===== src/mrw_params.svh =====
`ifndef MRW_PARAMS_SVH
`define MRW_PARAMS_SVH
// ****************************************
// Register offsets on the control bus
// ****************************************
`define MRW_OFS_MAP_CTL 5'h00
`define MRW_OFS_WIN_BASE 5'h04
`define MRW_OFS_ENDIAN 5'h08
`define MRW_OFS_SWAP 5'h0c
`define MRW_OFS_SEQ_OPT 5'h10
`define MRW_OFS_MISC 5'h14
`define MRW_OFS_ADV_FUNC 5'h18
`define MRW_OFS_STATUS 5'h1c
// ****************************************
// Field positions and encodings
// ****************************************
`define MRW_MAP_SEL_LEGACY 2'h2
`define MRW_MAP_SEL_NEW 2'h3
`define MRW_MAP_SEL_OFF 2'h0
`define MRW_SEQ_MMIO_ONLY_BIT 7
`define MRW_MISC_WIDE_WR_BIT 9
`define MRW_ADV_LEGACY_BIT 5
// ****************************************
// Legacy A segment layout
// ****************************************
`define MRW_LEG_SEG 16'h000a
`define MRW_LEG_REG_FLOOR 16'h8000
// ****************************************
// New window layout, offsets in one half
// ****************************************
`define MRW_LIN_SIZE 25'h0400000
`define MRW_IMG_LO 25'h1000000
`define MRW_IMG_HI 25'h1007fff
`define MRW_PCI_LO 25'h1008000
`define MRW_PCI_HI 25'h100803f
`define MRW_PACK_LO 25'h1008100
`define MRW_PACK_HI 25'h100816f
`define MRW_CURY 25'h10082e8
`define MRW_CURY2 25'h10082ea
`define MRW_VGA_LO 25'h10083b0
`define MRW_VGA_HI 25'h10083df
`define MRW_SETUP_SEL 25'h1008502
`define MRW_SUBSYS_STAT 25'h1008504
`define MRW_VIDEO_EN 25'h1008508
`define MRW_ADV_FUNC 25'h100850c
`define MRW_ENH_LO 25'h10086e8
`define MRW_ENH_HI 25'h100eeea
`define MRW_PFD_LO 25'h1010000
`define MRW_PFD_HI 25'h1013fff
`define MRW_PFM_LO 25'h1014000
`define MRW_PFM_HI 25'h1017fff
`define MRW_PFR_LO 25'h1018080
`define MRW_PFR_HI 25'h101809f
`endif


===== src/mrw_pkg.sv =====
package mrw_pkg;
  // Target of a decoded host memory cycle
  typedef enum logic [3:0] {
    MRW_RG_NONE = 4'h0,
    MRW_RG_LINEAR = 4'h1,
    MRW_RG_IMAGE = 4'h2,
    MRW_RG_PCI_CFG = 4'h3,
    MRW_RG_PACKED = 4'h4,
    MRW_RG_ENH_REG = 4'h5,
    MRW_RG_VGA = 4'h6,
    MRW_RG_SYS_REG = 4'h7,
    MRW_RG_PF_DATA = 4'h8,
    MRW_RG_PF_MASK = 4'h9,
    MRW_RG_PF_REG = 4'ha
  } mrw_region_t;
  // Control bus slave states
  typedef enum logic [1:0] {
    MRW_WB_IDLE = 2'b01,
    MRW_WB_ANSWER = 2'b10
  } mrw_wb_state_t;
endpackage


===== src/mrw_region_decode.sv =====
`timescale 1ns/1ps
`include "mrw_params.svh"
module mrw_region_decode (
  // Offset inside one endian half
  input wire logic [24:0] half_offset,
  input wire logic packed_en,
  // Decoded target
  output mrw_pkg::mrw_region_t region
);
  import mrw_pkg::*;

  // ****************************************
  // Range tests
  // ****************************************
  function automatic logic in_range(input logic [24:0] a, input logic [24:0] lo, input logic [24:0] hi);
    in_range = (a >= lo) && (a <= hi);
  endfunction

  // lowest 4 MB backed
  // Only the lowest part of the linear area has memory behind it
  wire is_linear = (half_offset < `MRW_LIN_SIZE);
  wire is_image = in_range(half_offset, `MRW_IMG_LO, `MRW_IMG_HI);
  wire is_pci = in_range(half_offset, `MRW_PCI_LO, `MRW_PCI_HI);
  wire is_packed = packed_en && in_range(half_offset, `MRW_PACK_LO, `MRW_PACK_HI);
  wire is_cury = (half_offset == `MRW_CURY) || (half_offset == `MRW_CURY2);
  wire is_vga = in_range(half_offset, `MRW_VGA_LO, `MRW_VGA_HI);
  wire is_sys = (half_offset == `MRW_SETUP_SEL) || (half_offset == `MRW_SUBSYS_STAT) ||
                (half_offset == `MRW_VIDEO_EN) || (half_offset == `MRW_ADV_FUNC);
  wire is_enh = in_range(half_offset, `MRW_ENH_LO, `MRW_ENH_HI);
  wire is_pfd = in_range(half_offset, `MRW_PFD_LO, `MRW_PFD_HI);
  wire is_pfm = in_range(half_offset, `MRW_PFM_LO, `MRW_PFM_HI);
  wire is_pfr = in_range(half_offset, `MRW_PFR_LO, `MRW_PFR_HI);

  // ****************************************
  // Region select, ranges never overlap
  // ****************************************
  assign region = is_linear ? MRW_RG_LINEAR :
                  is_image ? MRW_RG_IMAGE :
                  is_pci ? MRW_RG_PCI_CFG :
                  is_packed ? MRW_RG_PACKED :
                  (is_cury || is_enh) ? MRW_RG_ENH_REG :
                  is_vga ? MRW_RG_VGA :
                  is_sys ? MRW_RG_SYS_REG :
                  is_pfd ? MRW_RG_PF_DATA :
                  is_pfm ? MRW_RG_PF_MASK :
                  is_pfr ? MRW_RG_PF_REG : MRW_RG_NONE;
endmodule


===== src/mrw_window_decoder.sv =====
`timescale 1ns/1ps
`include "mrw_params.svh"
// Contract
// - Select field value 10b turns on the legacy fixed A-segment mapping.
// - With select bit 3 clear, advanced-function bit 5 also turns on legacy.
// - Legacy accesses A0000-A7FFF go to the pixel data transfer port.
// - Legacy register accesses decode in A8000-AFFFF at their I/O address.
// - Legacy takes 16-bit accesses; 32-bit writes only with misc bit 9 set.
// - New mapping decodes 64 MB at base; low half little, high half big endian.
// - Select value 11b turns on new mapping; PCI strap resets to it.
// - VL-Bus strap resets the select field to 00b, both schemes off.
// - With mapping on, sequencer bit 7 picks I/O plus memory or memory only.
// - Offsets 100 0000 to 100 7FFF reach the image transfer port.
// - System registers sit at 100 8502, 8504, 8508 and 850C.
// - Pixel formatter data from 101 0000, mask data from 101 4000.
// - Position registers at 100 82E8/82EA; enhanced registers up to 100 EEEA.
// - Big endian half repeats the little endian layout 32 MB higher.
// - Window address is base bits 7-2 on address 31-26 plus the offset.
// - New mapping takes 16-bit reads and writes, 32-bit only as writes.
// - Big endian swap comes from map, swap or endian control per area.
// - A 32-bit packed write updates a register pair; packed reads are 16-bit.
// - Packed pairs 8100-816C decode whenever the new mapping (select 11b, map bit 3 set) is on.
// - Only the lowest 4 MB of each linear area is backed by memory.
module mrw_window_decoder (
  // Clock and reset
  input wire logic CLK_SYS,
  input wire logic RST_N,
  // Bus configuration strap, high for PCI
  input wire logic PCI_STRAP,
  // Classic Wishbone control slave
  input wire logic WB_CYC_I,
  input wire logic WB_STB_I,
  input wire logic WB_WE_I,
  input wire logic [4:0] WB_ADR_I,
  input wire logic [3:0] WB_SEL_I,
  input wire logic [31:0] WB_DAT_I,
  output logic [31:0] WB_DAT_O,
  output logic WB_ACK_O,
  output logic WB_ERR_O,
  // Host memory cycle request
  input wire logic HOST_REQ,
  input wire logic [31:0] HOST_ADDR,
  input wire logic HOST_WE,
  input wire logic [3:0] HOST_BE,
  // Decode result
  output logic DEC_VALID,
  output logic DEC_CLAIM,
  output logic DEC_REJECT,
  output mrw_pkg::mrw_region_t DEC_REGION,
  output logic [21:0] DEC_OFFSET,
  output logic DEC_BIG,
  output logic [1:0] DEC_SWAP,
  output logic DEC_PAIR,
  // Port I/O register access allowed
  output logic IO_PORT_EN
);
  import mrw_pkg::*;

  // ****************************************
  // Helper functions
  // ****************************************
  // Byte enables of a 16-bit access in either half of the word
  function automatic logic is_half(input logic [3:0] be);
    is_half = (be == 4'h3) || (be == 4'hc);
  endfunction

  // Register-like targets obey the width limits
  function automatic logic is_reg_area(input mrw_region_t r);
    is_reg_area = (r == MRW_RG_PACKED) || (r == MRW_RG_ENH_REG) || (r == MRW_RG_SYS_REG) ||
                  (r == MRW_RG_PF_REG);
  endfunction

  // ****************************************
  // Strap synchroniser
  // ****************************************
  logic strap_meta_reg;
  logic strap_sync_reg;

  // Strap is a pin, two stages before use
  always_ff @(posedge CLK_SYS) begin
    strap_meta_reg <= PCI_STRAP;
    strap_sync_reg <= strap_meta_reg;
  end

  // ****************************************
  // Control registers
  // ****************************************
  logic [1:0] map_sel_reg;
  logic [1:0] lin_swap_reg;
  logic [5:0] win_base_reg;
  logic [1:0] endian_reg;
  logic [1:0] img_swap_reg;
  logic mmio_only_reg;
  logic wide_wr_reg;
  logic adv_legacy_reg;
  mrw_wb_state_t wb_state_reg;
  mrw_wb_state_t wb_state_next;
  logic [31:0] rd_data_reg;
  logic miss_reg;

  // Bus decode
  wire wb_req = WB_CYC_I && WB_STB_I;
  wire hit_map = (WB_ADR_I == `MRW_OFS_MAP_CTL);
  wire hit_base = (WB_ADR_I == `MRW_OFS_WIN_BASE);
  wire hit_endian = (WB_ADR_I == `MRW_OFS_ENDIAN);
  wire hit_swap = (WB_ADR_I == `MRW_OFS_SWAP);
  wire hit_seq = (WB_ADR_I == `MRW_OFS_SEQ_OPT);
  wire hit_misc = (WB_ADR_I == `MRW_OFS_MISC);
  wire hit_adv = (WB_ADR_I == `MRW_OFS_ADV_FUNC);
  wire hit_stat = (WB_ADR_I == `MRW_OFS_STATUS);
  wire hit_any = hit_map || hit_base || hit_endian || hit_swap || hit_seq || hit_misc || hit_adv || hit_stat;
  // Write lands only at the edge the master sees the answer
  wire wb_commit = wb_req && WB_WE_I && (wb_state_reg == MRW_WB_ANSWER) && !miss_reg;
  wire wr_lane0 = wb_commit && WB_SEL_I[0];
  wire wr_lane1 = wb_commit && WB_SEL_I[1];

  // ****************************************
  // Mode decode
  // ****************************************
  // legacy select value
  wire sel_legacy = (map_sel_reg == `MRW_MAP_SEL_LEGACY);
  wire alt_legacy = !map_sel_reg[0] && adv_legacy_reg;
  wire legacy_on = sel_legacy || alt_legacy;
  wire new_on = (map_sel_reg == `MRW_MAP_SEL_NEW);
  // packed follows map bit 3
  // Bit 3 of the control word is the low select bit
  wire packed_en = map_sel_reg[0];

  // port I/O blocked when memory only
  assign IO_PORT_EN = !((legacy_on || new_on) && mmio_only_reg);

  // Status word shows live mode and last decode
  mrw_region_t last_region_reg;
  logic last_reject_reg;
  wire [31:0] status_word = {23'h000000, last_reject_reg, last_region_reg, packed_en, new_on,
                             legacy_on, IO_PORT_EN};

  // Read mux, reserved bits read as zero
  wire [31:0] rd_mux = hit_map ? {27'h0000000, map_sel_reg, lin_swap_reg, 1'b0} :
                       hit_base ? {24'h000000, win_base_reg, 2'h0} :
                       hit_endian ? {30'h00000000, endian_reg} :
                       hit_swap ? {25'h0000000, img_swap_reg, 5'h00} :
                       hit_seq ? {24'h000000, mmio_only_reg, 7'h00} :
                       hit_misc ? {22'h000000, wide_wr_reg, 9'h000} :
                       hit_adv ? {26'h0000000, adv_legacy_reg, 5'h00} :
                       hit_stat ? status_word : 32'h00000000;

  // ****************************************
  // Wishbone slave sequencing
  // ****************************************
  // One answer cycle, then idle so ack falls after one clock
  always_comb begin
    wb_state_next = wb_state_reg;
    unique case (wb_state_reg)
      MRW_WB_IDLE: begin
        if (wb_req) begin
          wb_state_next = MRW_WB_ANSWER;
        end
      end
      MRW_WB_ANSWER: begin
        wb_state_next = MRW_WB_IDLE;
      end
      default: begin
        wb_state_next = MRW_WB_IDLE;
      end
    endcase
  end

  assign WB_ACK_O = (wb_state_reg == MRW_WB_ANSWER) && !miss_reg;
  assign WB_ERR_O = (wb_state_reg == MRW_WB_ANSWER) && miss_reg;
  assign WB_DAT_O = rd_data_reg;

  // State and captured read data
  always_ff @(posedge CLK_SYS) begin
    if (!RST_N) begin
      wb_state_reg <= MRW_WB_IDLE;
      rd_data_reg <= 32'h00000000;
      miss_reg <= 1'b0;
    end else begin
      wb_state_reg <= wb_state_next;
      if ((wb_state_reg == MRW_WB_IDLE) && wb_req) begin
        rd_data_reg <= rd_mux;
        miss_reg <= !hit_any;
      end
    end
  end

  // ****************************************
  // Register writes
  // ****************************************
  // PCI strap resets to new scheme
  always_ff @(posedge CLK_SYS) begin
    if (!RST_N) begin
      map_sel_reg <= strap_sync_reg ? `MRW_MAP_SEL_NEW : `MRW_MAP_SEL_OFF;
      lin_swap_reg <= 2'h0;
      win_base_reg <= 6'h00;
      endian_reg <= 2'h0;
      img_swap_reg <= 2'h0;
      mmio_only_reg <= 1'b0;
      adv_legacy_reg <= 1'b0;
    end else begin
      if (wr_lane0 && hit_map) begin
        map_sel_reg <= WB_DAT_I[4:3];
        lin_swap_reg <= WB_DAT_I[2:1];
      end
      if (wr_lane0 && hit_base) begin
        win_base_reg <= WB_DAT_I[7:2];
      end
      if (wr_lane0 && hit_endian) begin
        endian_reg <= WB_DAT_I[1:0];
      end
      if (wr_lane0 && hit_swap) begin
        img_swap_reg <= WB_DAT_I[6:5];
      end
      if (wr_lane0 && hit_seq) begin
        mmio_only_reg <= WB_DAT_I[`MRW_SEQ_MMIO_ONLY_BIT];
      end
      if (wr_lane0 && hit_adv) begin
        adv_legacy_reg <= WB_DAT_I[`MRW_ADV_LEGACY_BIT];
      end
    end
  end

  // Wide write enable lives in the upper lane
  always_ff @(posedge CLK_SYS) begin
    if (!RST_N) begin
      wide_wr_reg <= 1'b0;
    end else if (wr_lane1 && hit_misc) begin
      wide_wr_reg <= WB_DAT_I[`MRW_MISC_WIDE_WR_BIT];
    end
  end


  // ****************************************
  // Legacy A segment decode
  // ****************************************
  wire in_a_seg = (HOST_ADDR[31:16] == `MRW_LEG_SEG);
  // image port in lower 32 KB
  wire leg_image = in_a_seg && (HOST_ADDR[15:0] < `MRW_LEG_REG_FLOOR);
  wire leg_reg = in_a_seg && (HOST_ADDR[15:0] >= `MRW_LEG_REG_FLOOR);
  wire leg_hit = legacy_on && in_a_seg;
  mrw_region_t leg_region;
  assign leg_region = leg_image ? MRW_RG_IMAGE : (leg_reg ? MRW_RG_ENH_REG : MRW_RG_NONE);

  // ****************************************
  // New window decode
  // ****************************************
  // base on address 31-26
  wire win_hit = new_on && (HOST_ADDR[31:26] == win_base_reg);
  // upper 32 MB is big endian
  wire big_half = HOST_ADDR[25];
  mrw_region_t new_region;

  mrw_region_decode u_region (
    .half_offset(HOST_ADDR[24:0]),
    .packed_en(packed_en),
    .region(new_region)
  );

  // ****************************************
  // Width checks
  // ****************************************
  wire acc_half = is_half(HOST_BE);
  wire acc_word = (HOST_BE == 4'hf);
  // wide writes gated by misc bit 9
  wire leg_width_ok = acc_half || (acc_word && HOST_WE && wide_wr_reg);
  wire new_width_ok = acc_half || (acc_word && HOST_WE);
  wire sel_new = win_hit;
  mrw_region_t pick_region;
  assign pick_region = sel_new ? new_region : (leg_hit ? leg_region : MRW_RG_NONE);
  wire width_ok = !is_reg_area(pick_region) || (sel_new ? new_width_ok : leg_width_ok);

  // ****************************************
  // Swap select
  // ****************************************
  // swap field per area, big half only
  wire [1:0] swap_pick = (pick_region == MRW_RG_LINEAR) ? lin_swap_reg :
                         ((pick_region == MRW_RG_IMAGE) && HOST_WE) ? img_swap_reg : endian_reg;
  wire [1:0] swap_out = (sel_new && big_half) ? swap_pick : 2'h0;

  // Offset inside the chosen area
  wire [21:0] off_out = (pick_region == MRW_RG_LINEAR) ? HOST_ADDR[21:0] :
                        (pick_region == MRW_RG_IMAGE) ? {7'h00, HOST_ADDR[14:0]} :
                        {6'h00, HOST_ADDR[15:0]};

  // claim only for an enabled scheme
  wire claim = sel_new || leg_hit;
  wire reject = claim && ((pick_region == MRW_RG_NONE) || !width_ok);
  // wide packed write covers a pair
  wire pair = (pick_region == MRW_RG_PACKED) && acc_word && HOST_WE && !reject;

  // ****************************************
  // Registered decode result
  // ****************************************
  // result one clock after request
  always_ff @(posedge CLK_SYS) begin
    if (!RST_N) begin
      DEC_VALID <= 1'b0;
      DEC_CLAIM <= 1'b0;
      DEC_REJECT <= 1'b0;
      DEC_REGION <= MRW_RG_NONE;
      DEC_OFFSET <= 22'h000000;
      DEC_BIG <= 1'b0;
      DEC_SWAP <= 2'h0;
      DEC_PAIR <= 1'b0;
    end else begin
      DEC_VALID <= HOST_REQ;
      DEC_CLAIM <= HOST_REQ && claim;
      DEC_REJECT <= HOST_REQ && reject;
      DEC_PAIR <= HOST_REQ && pair;
      if (HOST_REQ) begin
        DEC_REGION <= reject ? MRW_RG_NONE : pick_region;
        DEC_OFFSET <= off_out;
        DEC_BIG <= sel_new && big_half;
        DEC_SWAP <= swap_out;
      end
    end
  end

  // Last decode kept for the status word
  always_ff @(posedge CLK_SYS) begin
    if (!RST_N) begin
      last_region_reg <= MRW_RG_NONE;
      last_reject_reg <= 1'b0;
    end else if (HOST_REQ && claim) begin
      last_region_reg <= pick_region;
      last_reject_reg <= reject;
    end
  end
endmodule


===== config.mk =====
export PLATFORM = sky130hd
export DESIGN_NAME = mrw_window_decoder
export DESIGN_NICKNAME = d
export VERILOG_FILES = /design/src/mrw_pkg.sv /design/src/mrw_region_decode.sv /design/src/mrw_window_decoder.sv
export VERILOG_INCLUDE_DIRS = /design/src
export SDC_FILE = /design/constraint.sdc
export NUM_CORES = 1
export LEC_CHECK = 0
export BUFFER_PORTS_ARGS = -buffer_cell sky130_fd_sc_hd__clkbuf_2
export CAP_MARGIN = 30
export CORE_MARGIN = 2
export CORE_UTILIZATION = 53
export CTS_BUF_LIST = sky130_fd_sc_hd__clkbuf_4 sky130_fd_sc_hd__clkbuf_8 sky130_fd_sc_hd__clkbuf_16
export CTS_CLUSTER_SIZE = 24
export DETAILED_ROUTE_END_ITERATION = 16
export GPL_TIMING_DRIVEN = 0
export PLACE_DENSITY = 0.92
export SLEW_MARGIN = 15
export SYNTH_ARGS = -nofsm -noshare
export SYNTH_HDL_FRONTEND = slang
export SYNTH_HIERARCHICAL = 1
export SYNTH_SLANG_ARGS = --single-unit

===== constraint.sdc =====
create_clock -name CLK_SYS -period 6.3 [get_ports CLK_SYS]
set_input_delay 1.26 -clock CLK_SYS [delete_from_list [all_inputs] [get_ports CLK_SYS]]
set_output_delay 1.26 -clock CLK_SYS [all_outputs]
set_load 0.02 [all_outputs]

### Yosys cells after proc, flatten, opt, wreduce, memory -nomap -nowiden

Index checks and enable logic that the tools add are counted.

* register bits after elaboration: 92
* RAM bits: 0
* output and inout port bits: 68
* memories kept: 0
* memory bits (read-only): 0
* bits in latches: 0
* logic and storage cells: 178
* input bits: 85

* multiplexer cells: 32
* equality and inequality tests: 29
* order comparisons: 19
* divide/modulo/power cells: 0
* multiply operators: 0
* reduce and logical (&&, ||, !) cells: 75
* bitwise gates (word level): 0
* shifts and indexed selects: 0
* $add $sub $neg: 0

Operators by type and width (count)
* 25-bit greater-or-equal comparator (second input constant): 8
* 25-bit less-or-equal comparator (second input constant): 8
* 25-bit == test (second input constant): 6
* 10-bit 2-to-1 mux: 6
* 4-bit 2-to-1 mux: 12
* 1-bit logical AND: 42
* 25-bit by 23-bit < comparator with 1-bit output (second input constant): 1
* 1-bit logical OR: 23
* 22-bit 2-to-1 mux: 1
* 5-bit == test (second input constant): 4
* 9-bit 2-to-1 mux: 2
* 16-bit by 4-bit == test with 1-bit output (second input constant): 1
* 16-bit greater-or-equal comparator (second input constant): 1
* 16-bit < comparator (second input constant): 1
* 16-bit 2-to-1 mux: 1
* 4-bit by 3-bit == test with 1-bit output (second input constant): 3
* 4-bit == test (second input constant): 3
* 2-bit 2-to-1 mux: 6
* 5-bit by 4-bit == test with 1-bit output (second input constant): 2
* 3-bit 2-to-1 mux: 3
* 4-bit by 2-bit == test with 1-bit output (second input constant): 2
* 1-bit zero test: 7
* 2-bit == test (second input constant): 3
* 6-bit == test: 1
* other kinds (8): 8

### Depth between registers and ports, before layout

Gate-level depths: netlist (run 1).

* word-level depth: 25
* mapped depth: 13
* depth with buffers taken out: 11

### Modules after synthesis

The synthesis (run 1) kept the hierarchy.

Modules (own cells, without submodules)
* mrw_window_decoder: cells each 356, sequential area each 1421.4 um2, area an instance 3239.4 um2, instances 1
* mrw_region_decode: cells each 89, sequential area each 0.0 um2, area an instance 608.1 um2, instances 1

### Least setup slack after synthesis (run 1)

OpenSTA, ideal clock, no wires.

* path kind: input-to-reg
* from: in HOST_ADDR[19]
* to: reg DEC_SWAP[0]
* data arrival time: 4047 ps
* setup slack: 2139 ps
* stages on the path: 13
* setup time: 114 ps
* cell sequence: or4_4 -> or2_1 -> buf_6 -> a2111oi_4 -> a21oi_1 -> nor2_1 -> nor4b_1 -> and2_1 -> and4_1 -> clkbuf_1 -> a32o_1 -> a31o_2 -> a21o_1

* cells in the longest elaborated chain, start to end: 18
* elaborated cells between the ends (all ways): 61

Ends and longest elaborated chain
* start, declared: line mrw_window_decoder.sv:42 `input wire logic [31:0] HOST_ADDR,`
* 25-bit greater-or-equal comparator / 25-bit less-or-equal comparator (equally long branches): line mrw_region_decode.sv:16 `in_range = (a >= lo) && (a <= hi);`
* 1-bit logical AND: line mrw_region_decode.sv:16
* 4-bit 2-to-1 mux: line mrw_region_decode.sv:46 `is_pfr ? MRW_RG_PF_REG : MRW_RG_NONE;`
* 4-bit 2-to-1 mux: line mrw_region_decode.sv:45 `is_pfm ? MRW_RG_PF_MASK :`
* 4-bit 2-to-1 mux: line mrw_region_decode.sv:44 `is_pfd ? MRW_RG_PF_DATA :`
* 4-bit 2-to-1 mux: line mrw_region_decode.sv:43 `is_sys ? MRW_RG_SYS_REG :`
* 4-bit 2-to-1 mux: line mrw_region_decode.sv:42 `is_vga ? MRW_RG_VGA :`
* 4-bit 2-to-1 mux: line mrw_region_decode.sv:41 `(is_cury || is_enh) ? MRW_RG_ENH_REG :`
* [... 3 more ...]
* 4-bit 2-to-1 mux *: line mrw_region_decode.sv:37 `assign region = is_linear ? MRW_RG_LINEAR :`
* named net new_region[3]: line mrw_window_decoder.sv:252 `mrw_region_t new_region;`
* 4-bit 2-to-1 mux *: line mrw_window_decoder.sv:270 `assign pick_region = sel_new ? new_region : (leg_hit ? leg_region : MRW_RG_NONE);`
* 4-bit by 2-bit == test with 1-bit output: line mrw_window_decoder.sv:278 `((pick_region == MRW_RG_IMAGE) && HOST_WE) ? img_swap_reg : endian_reg;`
* 1-bit logical AND: line mrw_window_decoder.sv:278
* 2-bit 2-to-1 mux: line mrw_window_decoder.sv:278
* 2-bit 2-to-1 mux *: line mrw_window_decoder.sv:277 `wire [1:0] swap_pick = (pick_region == MRW_RG_LINEAR) ? lin_swap_reg :`
* 2-bit 2-to-1 mux *: line mrw_window_decoder.sv:279 `wire [1:0] swap_out = (sel_new && big_half) ? swap_pick : 2'h0;`
* end signal, assigned: line mrw_window_decoder.sv:315 `DEC_SWAP <= swap_out;`
* end, declared: line mrw_window_decoder.sv:52 `output logic [1:0] DEC_SWAP,`

The timed path passes the listed nets; every way through them passes the cells marked *.
A chain may end at the register's enable or synchronous reset.

### Final worst setup path (run 1)

* from: in HOST_ADDR[16]
* to: reg DEC_SWAP[0]

* elaborated cells between the ends (all ways): 61

RTL lines
* 25-bit greater-or-equal comparator, or another cell as far along: line mrw_region_decode.sv:16
* 1-bit logical AND / 1-bit logical OR (equally long branches): line mrw_region_decode.sv:16, mrw_region_decode.sv:27
* 4-bit 2-to-1 mux / 1-bit logical OR (equally long branches): line mrw_region_decode.sv:45, mrw_region_decode.sv:27
* 4-bit 2-to-1 mux / 1-bit logical OR (equally long branches): line mrw_region_decode.sv:44, mrw_region_decode.sv:27
* 4-bit 2-to-1 mux: line mrw_region_decode.sv:43
* 4-bit 2-to-1 mux: line mrw_region_decode.sv:42
* 4-bit 2-to-1 mux: line mrw_region_decode.sv:41
* 4-bit 2-to-1 mux: line mrw_region_decode.sv:40 `is_packed ? MRW_RG_PACKED :`
* [... 2 more ...]
* 4-bit 2-to-1 mux *: line mrw_region_decode.sv:37
* named net new_region[2]: line mrw_window_decoder.sv:252
* 4-bit 2-to-1 mux *: line mrw_window_decoder.sv:270
* 4-bit by 2-bit == test with 1-bit output: line mrw_window_decoder.sv:278
* 1-bit logical AND: line mrw_window_decoder.sv:278
* 2-bit 2-to-1 mux: line mrw_window_decoder.sv:278
* 2-bit 2-to-1 mux *: line mrw_window_decoder.sv:277
* 2-bit 2-to-1 mux *: line mrw_window_decoder.sv:279

Marked as above.

==> impl_results.md, run 1 <==
* Status: complete, no violations
* Initial antenna violation count at 0
* Total congestion overflow at 0
* Fillers at 618
* Worst setup SP type: primary input
* CP delay by family, top: simple AND/OR/NAND/NOR gates
* Setup TNS at 0 ns
* Placed Area at 4560 µm²
* Max clock buf depth at 2
* TritonCTS Buffers at 9
* Levels on crit path at 14
* Largest net degree at the start of global routing at 14
* Die height at 89.2 µm
* Die ar. at 7960 µm²
* Unique masters post-synth at 75
* Synth top cells by count: dfxtp_1, nor2_1, nand2_1
* Yosys top cell by area: dfxtp_1
* Synth top area cells: dfxtp_1, mux2i_1, nor2_1
* Period utilization at 70.1%
* DP Cell Count at 667
* Post-CTS resize count at 0
* Boundary pin count at 153
* CP cell instances: clkbuf_2 > clkbuf_1 > or4_1 > nor2_1 > o41ai_1 > o311ai_1 > o2111ai_1 > nor4b_1 > and2_1 > and4_1 > clkbuf_1 > a32o_1 > a31o_2 > a21o_1
* CP Capture Type: flop
* Crit path DAT at 4.72 ns
* Post-cts hold buffer count at 0
* Crit Reg-Reg Startpoint: map_sel_reg[0]$_DFFE_PP_
* Diodes inserted at 0
* Hold Startpoint: strap_meta_reg$_DFF_P_
* Slowest CP cell: or4_1
* Hold Vio Cnt, Final at 0
* H-tree Lvls at 3
* R2r endpoint: DEC_SWAP[0]$_SDFFE_PN0P_
* Worst Tran Pin Value at 0.695 ns
* Post-synthesis cell area at 3850 µm²
* Crit path buffers/inverters at 3
* Fin Clk Skew at 0.00425 ns
* Total core area at 7140 µm²
* # DRC at 0
* Post-synth ARST share at 0%
* Synth Register Bits at 70
* Area delta synth->final at 24.8%
* EDFF count, synth at 2
* Worst Hold Path EP: strap_sync_reg$_DFF_P_
* Die W at 89.2 µm
* WS Path Type: in2reg
* Post-layout min period at 4.42 ns
* YS warnings at 6
* Layout Nets at 664
* PD cells at 216 nW/µm²
* Setup Fix Bufs, Post-CTS at 0
* Critical Path Max Stage Delay at 0.49 ns
* Hold Crit Class: reg2reg
* Post-synth top flop: dfxtp_1
* Layout Cells excl Fill at 683
* Design Area, Final at 4800 µm²
* Static leakage at 2.11 nW
* Fmax at 0.226 GHz
* Max FFs per register at 22
* # setup viols final at 0
* Peak supply drop at 0.000128 V
* CP Data Required Time at 6.60 ns
* Total number of vias at 3951
* First-pass GRT wire length at 16.6 mm
* GRT Total Usage at 27.2%
* Final GP Congestion at 0.911
* Sink Count at 70
* Count leader, synth: dfxtp_1
* Root Buffer: clkbuf_8
* Reg2reg path depth at 9
* CTS tree: yes
* Syn Inst Count at 445
* Post-synthesis sequential area ratio at 36.9%
* Clock Latency Late Sink at 0.36 ns
* Number of global-route vias before repair at 3469
* Routed WL at 11.0 mm
* Most used cell, CP: clkbuf_1
* Critical path peak fanout at 10
* Initial Util at 53.9%
* Slew Viols, Final at 0
* Worst reg2reg setup slack at 3.64 ns
* Syn Area/Cell at 8.65 µm²
* Max_cap viols at 0
* Share of layout cells above drive strength 1 at 29.1%
* PortBufs at 102
* Unrepaired setup endpoints after global routing: false
* Hold path depth at 0
* Post-detail-place hpwl at 8.20 mm
* # rows at 31
* Yosys top cell area share at 35.4%
* Slew HR at 53.7%
* Via-to-Cell Ratio at 5.78
* WL/cell at 16.1 µm
* DR iter-0 viols at 302
* Antenna Nets Post-Route at 0
* TritonRoute pass-1 iters at 5
* Clock transition at path regs at 0.08 ns
-- layout make-up --
class                      count  area (µm²)  area share (%)
clock buffer                  12         164            3.41
multi-input combinational    347        2200            45.9
buffer                        42         260            5.42
clock inverter                 4        77.6            1.62
inverter                       7        40.0           0.834
timing repair buffer         102         510            10.6
sequential                    70        1420            29.6
tap                           99         124            2.58
-- where the power goes --
part | internal (mW) | switching [mW]
clock | 0.257 | 0.176
combinational | 0.0512 | 0.0893
sequential | 0.456 | 0.00703
-- stage by stage --
stage | worst slack, ns | power, mW | utilization (%) | hold WS [ns]
2_1_floorplan | 2.14 | 0.555 | - | 0.310
3_3_place_gp | 1.73 | 0.607 | 63.9 | 0.312
3_5_place_dp | 1.65 | 0.610 | 63.9 | 0.327
4_1_cts | 2.00 | 1.03 | 67.3 | 0.350
5_1_grt | 1.68 | 1.07 | 67.3 | 0.366
6_report | 1.88 | 1.04 | 67.3 | 0.343
-- kinds of logic after synthesis --
| group | after synthesis | synth area share [%] |
|---|---|---|
| XOR/XNOR | 7 | 1.59 |
| other | 1 | 0.0975 |
| flip-flops | 70 | 36.9 |
| AO/OA/AOI/OAI | 97 | 18.6 |
| AND/OR/NAND/NOR | 193 | 27.6 |
| multiplexers | 28 | 7.28 |
| buffers and inverters | 49 | 7.80 |
-- worst max path at each step --
stage,end,startpoint
after floorplan,DEC_SWAP[0]$_SDFFE_PN0P_,HOST_ADDR[19]
after global placement,DEC_SWAP[1]$_SDFFE_PN0P_,HOST_ADDR[16]
after detailed placement,DEC_SWAP[0]$_SDFFE_PN0P_,HOST_ADDR[19]
after CTS,DEC_SWAP[0]$_SDFFE_PN0P_,HOST_ADDR[19]
after global routing,DEC_SWAP[1]$_SDFFE_PN0P_,HOST_ADDR[19]
final,DEC_SWAP[0]$_SDFFE_PN0P_,HOST_ADDR[16]
-- routing by layer --
| metal | global-route usage (%) | routed length [µm] |
|---|---|---|
| met1 | 34.5 | 4550 |
| met2 | 43.5 | 5240 |
| met5 | 0 | 0 |
| met4 | 17.0 | 393 |
| met3 | 3.79 | 779 |
-- cells in the final DEF (no fill, tap or decap), types with 7 or more instances in the layout --
cell	instances
clkbuf_2	102
nor2_1	50
nor3_1	13
nand2_1	43
mux2i_1	28
clkbuf_8	9
nor4_1	8
nand3_1	14
o21ai_0	18
a21oi_1	21
buf_4	22
dfxtp_1	68
clkbuf_1	11
a22o_1	7
conb_1	22
No activity file was read; power rests on OpenSTA's default activity.
==> inputs of run 2 (changes only) <==
ABC_AREA = 1   (was unset)
CORE_UTILIZATION = 46   (was 53)
PLACE_DENSITY = 0.83   (was 0.92)
clock period = 3.74 ns   (was 6.3 ns; I/O delays follow)
==> run 2 against run 1 <==
Sequential share of layout area decreased by 3.2 points. Critical path depth increased by 7. Clock power grew 50%. Wire length is 7.3% higher. Utilization fell by 9.2 points. Worst setup slack lost 0.68 ns. Synthesized area increased by 15%. Register-to-register slack got worse by 1.8 ns. Critical endpoint is now DEC_REGION[0]$_SDFFE_PN0P_.
==> impl_results.md, run 2 <==
* Crit Reg-Reg Startpoint: map_sel_reg[0]$_DFFE_PP_
* Unrepaired setup endpoints after global routing: false
* EDFF count, synth at 2 (unchanged)
* Via-to-Cell Ratio at 4.99 (-14%)
* Number of global-route vias before repair at 4112 (+19%)
* First-pass GRT wire length at 19.0 mm (+14%)
* TritonRoute pass-1 iters at 5 (unchanged)
* Total number of vias at 4718 (+19%)
* Post-synth top flop: dfxtp_1
* Synth top area cells: dfxtp_1, nand2_1, inv_1
* Setup Fix Bufs, Post-CTS at 0 (unchanged)
* Sink Count at 70 (unchanged)
* Fillers at 917 (+48%)
* Layout Nets at 897 (+35%)
* Initial antenna violation count at 0 (unchanged)
* Critical path peak fanout at 4 (-6)
* # rows at 35 (+13%)
* CTS tree: yes
* Diodes inserted at 0 (unchanged)
* Sw Pwr at 522 µW (+92%)
* TritonCTS Buffers at 9 (unchanged)
* Total core area at 9280 µm² (+30%)
* PD cells at 316 nW/µm² (+46%)
* Post-layout min period at 2.54 ns
* Int Power at 1.18 mW (+54%)
* Max clock buf depth at 2 (unchanged)
* Max_cap viols at 0 (unchanged)
* Crit path DAT at 2.79 ns (-1.93 ns)
* Comb pwr share at 16.2% (+2.6 points)
* Largest net degree at the start of global routing at 15 (+1)
* Reg power frac at 45.7% (+1.1 points)
* Initial Util at 47.6% (-6.3 points)
* Sw frac at 30.7% (+4.4 points)
* Slew Viols, Final at 0 (unchanged)
* Boundary pin count at 153 (unchanged)
* Yosys top cell area share at 30.8% (-4.6 points)
* Post-synthesis sequential area ratio at 32.2% (-4.8 points)
* Clock Latency Late Sink at 0.36 ns (about the same)
* Worst reg2reg setup slack at 1.82 ns (-1.82 ns)
* Share of layout cells above drive strength 1 at 26.6% (-2.5 points)
* Unique masters post-synth at 46 (-39%)
* Most frequent cells in the layout: nand2_1, clkbuf_2, inv_1
* Max FFs per register at 22 (unchanged)
* Worst setup SP type: primary input
* Yosys top cell by area: dfxtp_1
* Reg2reg path depth at 15 (+6)
* WS Path Type: in2reg
* Clock Power Share at 38.1% (-3.7 points)
* Syn Area/Cell at 6.55 µm² (-24%)
* Area delta synth->final at 21.9%
* Die ar. at 10400 µm² (+31%)
* Synth Register Bits at 70 (unchanged)
* Die height at 102 µm (+14%)
* WL/cell at 12.4 µm (-23%)
* Hold path depth at 0 (unchanged)
* Fin Hold WS at 0.344 ns (+0.000890 ns)
* CP Data Required Time at 4.00 ns (-2.60 ns)
* Slew HR at 56.7% (+3.0 points)
* Clock transition at path regs at 0.09 ns (about the same)
* Status: complete, no violations
* Post-detail-place hpwl at 9.49 mm (+16%)
* Utilization after layout at 58.0% (-9.2 points)
* # DRC at 0 (unchanged)
* GRT Total Usage at 23.0% (-4.2 points)
* H-tree Lvls at 3 (unchanged)
* Antenna Nets Post-Route at 0 (unchanged)
* Hold Vio Cnt, Final at 0 (unchanged)
* Synth top cells by count: nand2_1, inv_1, nor2_1
* Static leakage at 2.64 nW (+25%)
* Period utilization at 67.9%
* Setup TNS at 0 ns (unchanged)
* Peak supply drop at 0.000168 V (+31%)
* Hold Startpoint: strap_meta_reg$_DFF_P_
* Routed WL at 11.8 mm (+7.3%)
* Fmax at 0.394 GHz
* Count leader, synth: nand2_1
* PortBufs at 105 (+2.9%)
* CP Capture Type: flop
* Syn Inst Count at 675 (+52%)
* Post-synthesis cell area at 4420 µm² (+15%)
* Hold Crit Class: reg2reg
* Most common cell after layout, fill and taps aside: nand2_1
* Root Buffer: clkbuf_8
* # setup viols final at 0 (unchanged)
* Final GP Congestion at 0.978 (+7.3%)
* Fin Clk Skew at 0.0153 ns (+0.0111 ns)
* Die W at 102 µm (+14%)
* YS warnings at 6 (unchanged)
* Worst Hold Path EP: strap_sync_reg$_DFF_P_
* Post-CTS resize count at 0 (unchanged)
* DR iter-0 viols at 317 (+5.0%)
* Post-synth ARST share at 0% (unchanged)
* Total congestion overflow at 0 (unchanged)
* R2r endpoint: DEC_REGION[0]$_SDFFE_PN0P_
* Post-cts hold buffer count at 0 (unchanged)
* Worst Tran Pin Value at 0.645 ns (-0.0506 ns)
[run 2: final cells by class]
class,instances,area (µm²),area share (%)
Buffer,35,220,4.09
Tap cell,129,161,3.00
Sequential cell,70,1420,26.4
Clock inverter,7,78.8,1.46
Clock buffer,9,124,2.30
Timing Repair Buffer,105,526,9.75
Multi-Input combinational cell,494,2490,46.2
Inverter,97,368,6.83
[run 2: worst max-delay path by stage]
stage | start | endpoint | slack [ns] | cells after the start
2_1_floorplan | HOST_ADDR[4] | DEC_SWAP[0]$_SDFFE_PN0P_ | 1.31 | 18
3_3_place_gp | HOST_ADDR[18] | DEC_REGION[0]$_SDFFE_PN0P_ | 0.88 | 21
3_5_place_dp | HOST_ADDR[18] | DEC_SWAP[0]$_SDFFE_PN0P_ | 0.87 | 21
4_1_cts | HOST_ADDR[18] | DEC_SWAP[0]$_SDFFE_PN0P_ | 1.24 | 21
5_1_grt | HOST_ADDR[15] | DEC_REGION[0]$_SDFFE_PN0P_ | 0.92 | 21
6_report | HOST_ADDR[18] | DEC_REGION[0]$_SDFFE_PN0P_ | 1.20 | 21
[run 2: cells by family (layout without fill, tap and decap cells)]
logic type	count (synthesis)	count (layout)	share of synthesized area (%)
buf+inv	132	253	13.3
flops	70	70	32.2
compound gates	91	91	12.8
other cells	1	22	0.0848
simple gates	381	381	41.7
[run 2: power by group through the flow]
stage | registers, mW | logic (mW) | clock network (mW)
6_report | 0.778 | 0.275 | 0.648
5_1_grt | 0.780 | 0.305 | 0.692
4_1_cts | 0.778 | 0.272 | 0.659
3_5_place_dp | 0.795 | 0.271 | 0
3_3_place_gp | 0.795 | 0.269 | 0
2_1_floorplan | 0.811 | 0.157 | 0
[run 2: per-stage QoR]
step | std cells | setup slack (ns) | total power, mW | area, µm²
after floorplan | 696 | 1.31 | 0.968 | 4500
after global placement | 930 | 0.883 | 1.06 | 5190
after detailed placement | 930 | 0.872 | 1.07 | 5190
after CTS | 946 | 1.24 | 1.71 | 5390
after global routing | 946 | 0.919 | 1.78 | 5390
final | 946 | 1.20 | 1.70 | 5390
[run 2: worst max-delay path, stage by stage]
cell      delay (ns)
clkbuf_2        0.12
nor2_2          0.14
nand2_2         0.10
inv_1           0.08
nand2_1         0.11
nor2_1          0.19
nand2_1         0.08
nand2_1         0.06
nand2_1         0.06
a21oi_2         0.16
nand4_1         0.13
nand3_1         0.12
nand2_2         0.10
inv_4           0.11
nand2_4         0.06
nand2_2         0.07
nand3_2         0.07
nand2_2         0.09
nand2_2         0.07
nand2_1         0.07
nand2_1         0.05
[run 2: routing by layer]
layer | share of wire (%) | track usage, % | vias up
met3 | 8.8 | 4.10 | 17
met4 | 1.8 | 8.00 | 0
met5 | 0 | 0 | -
li1 | - | - | 2421
met1 | 46 | 32.4 | 2076
met2 | 43 | 35.4 | 204
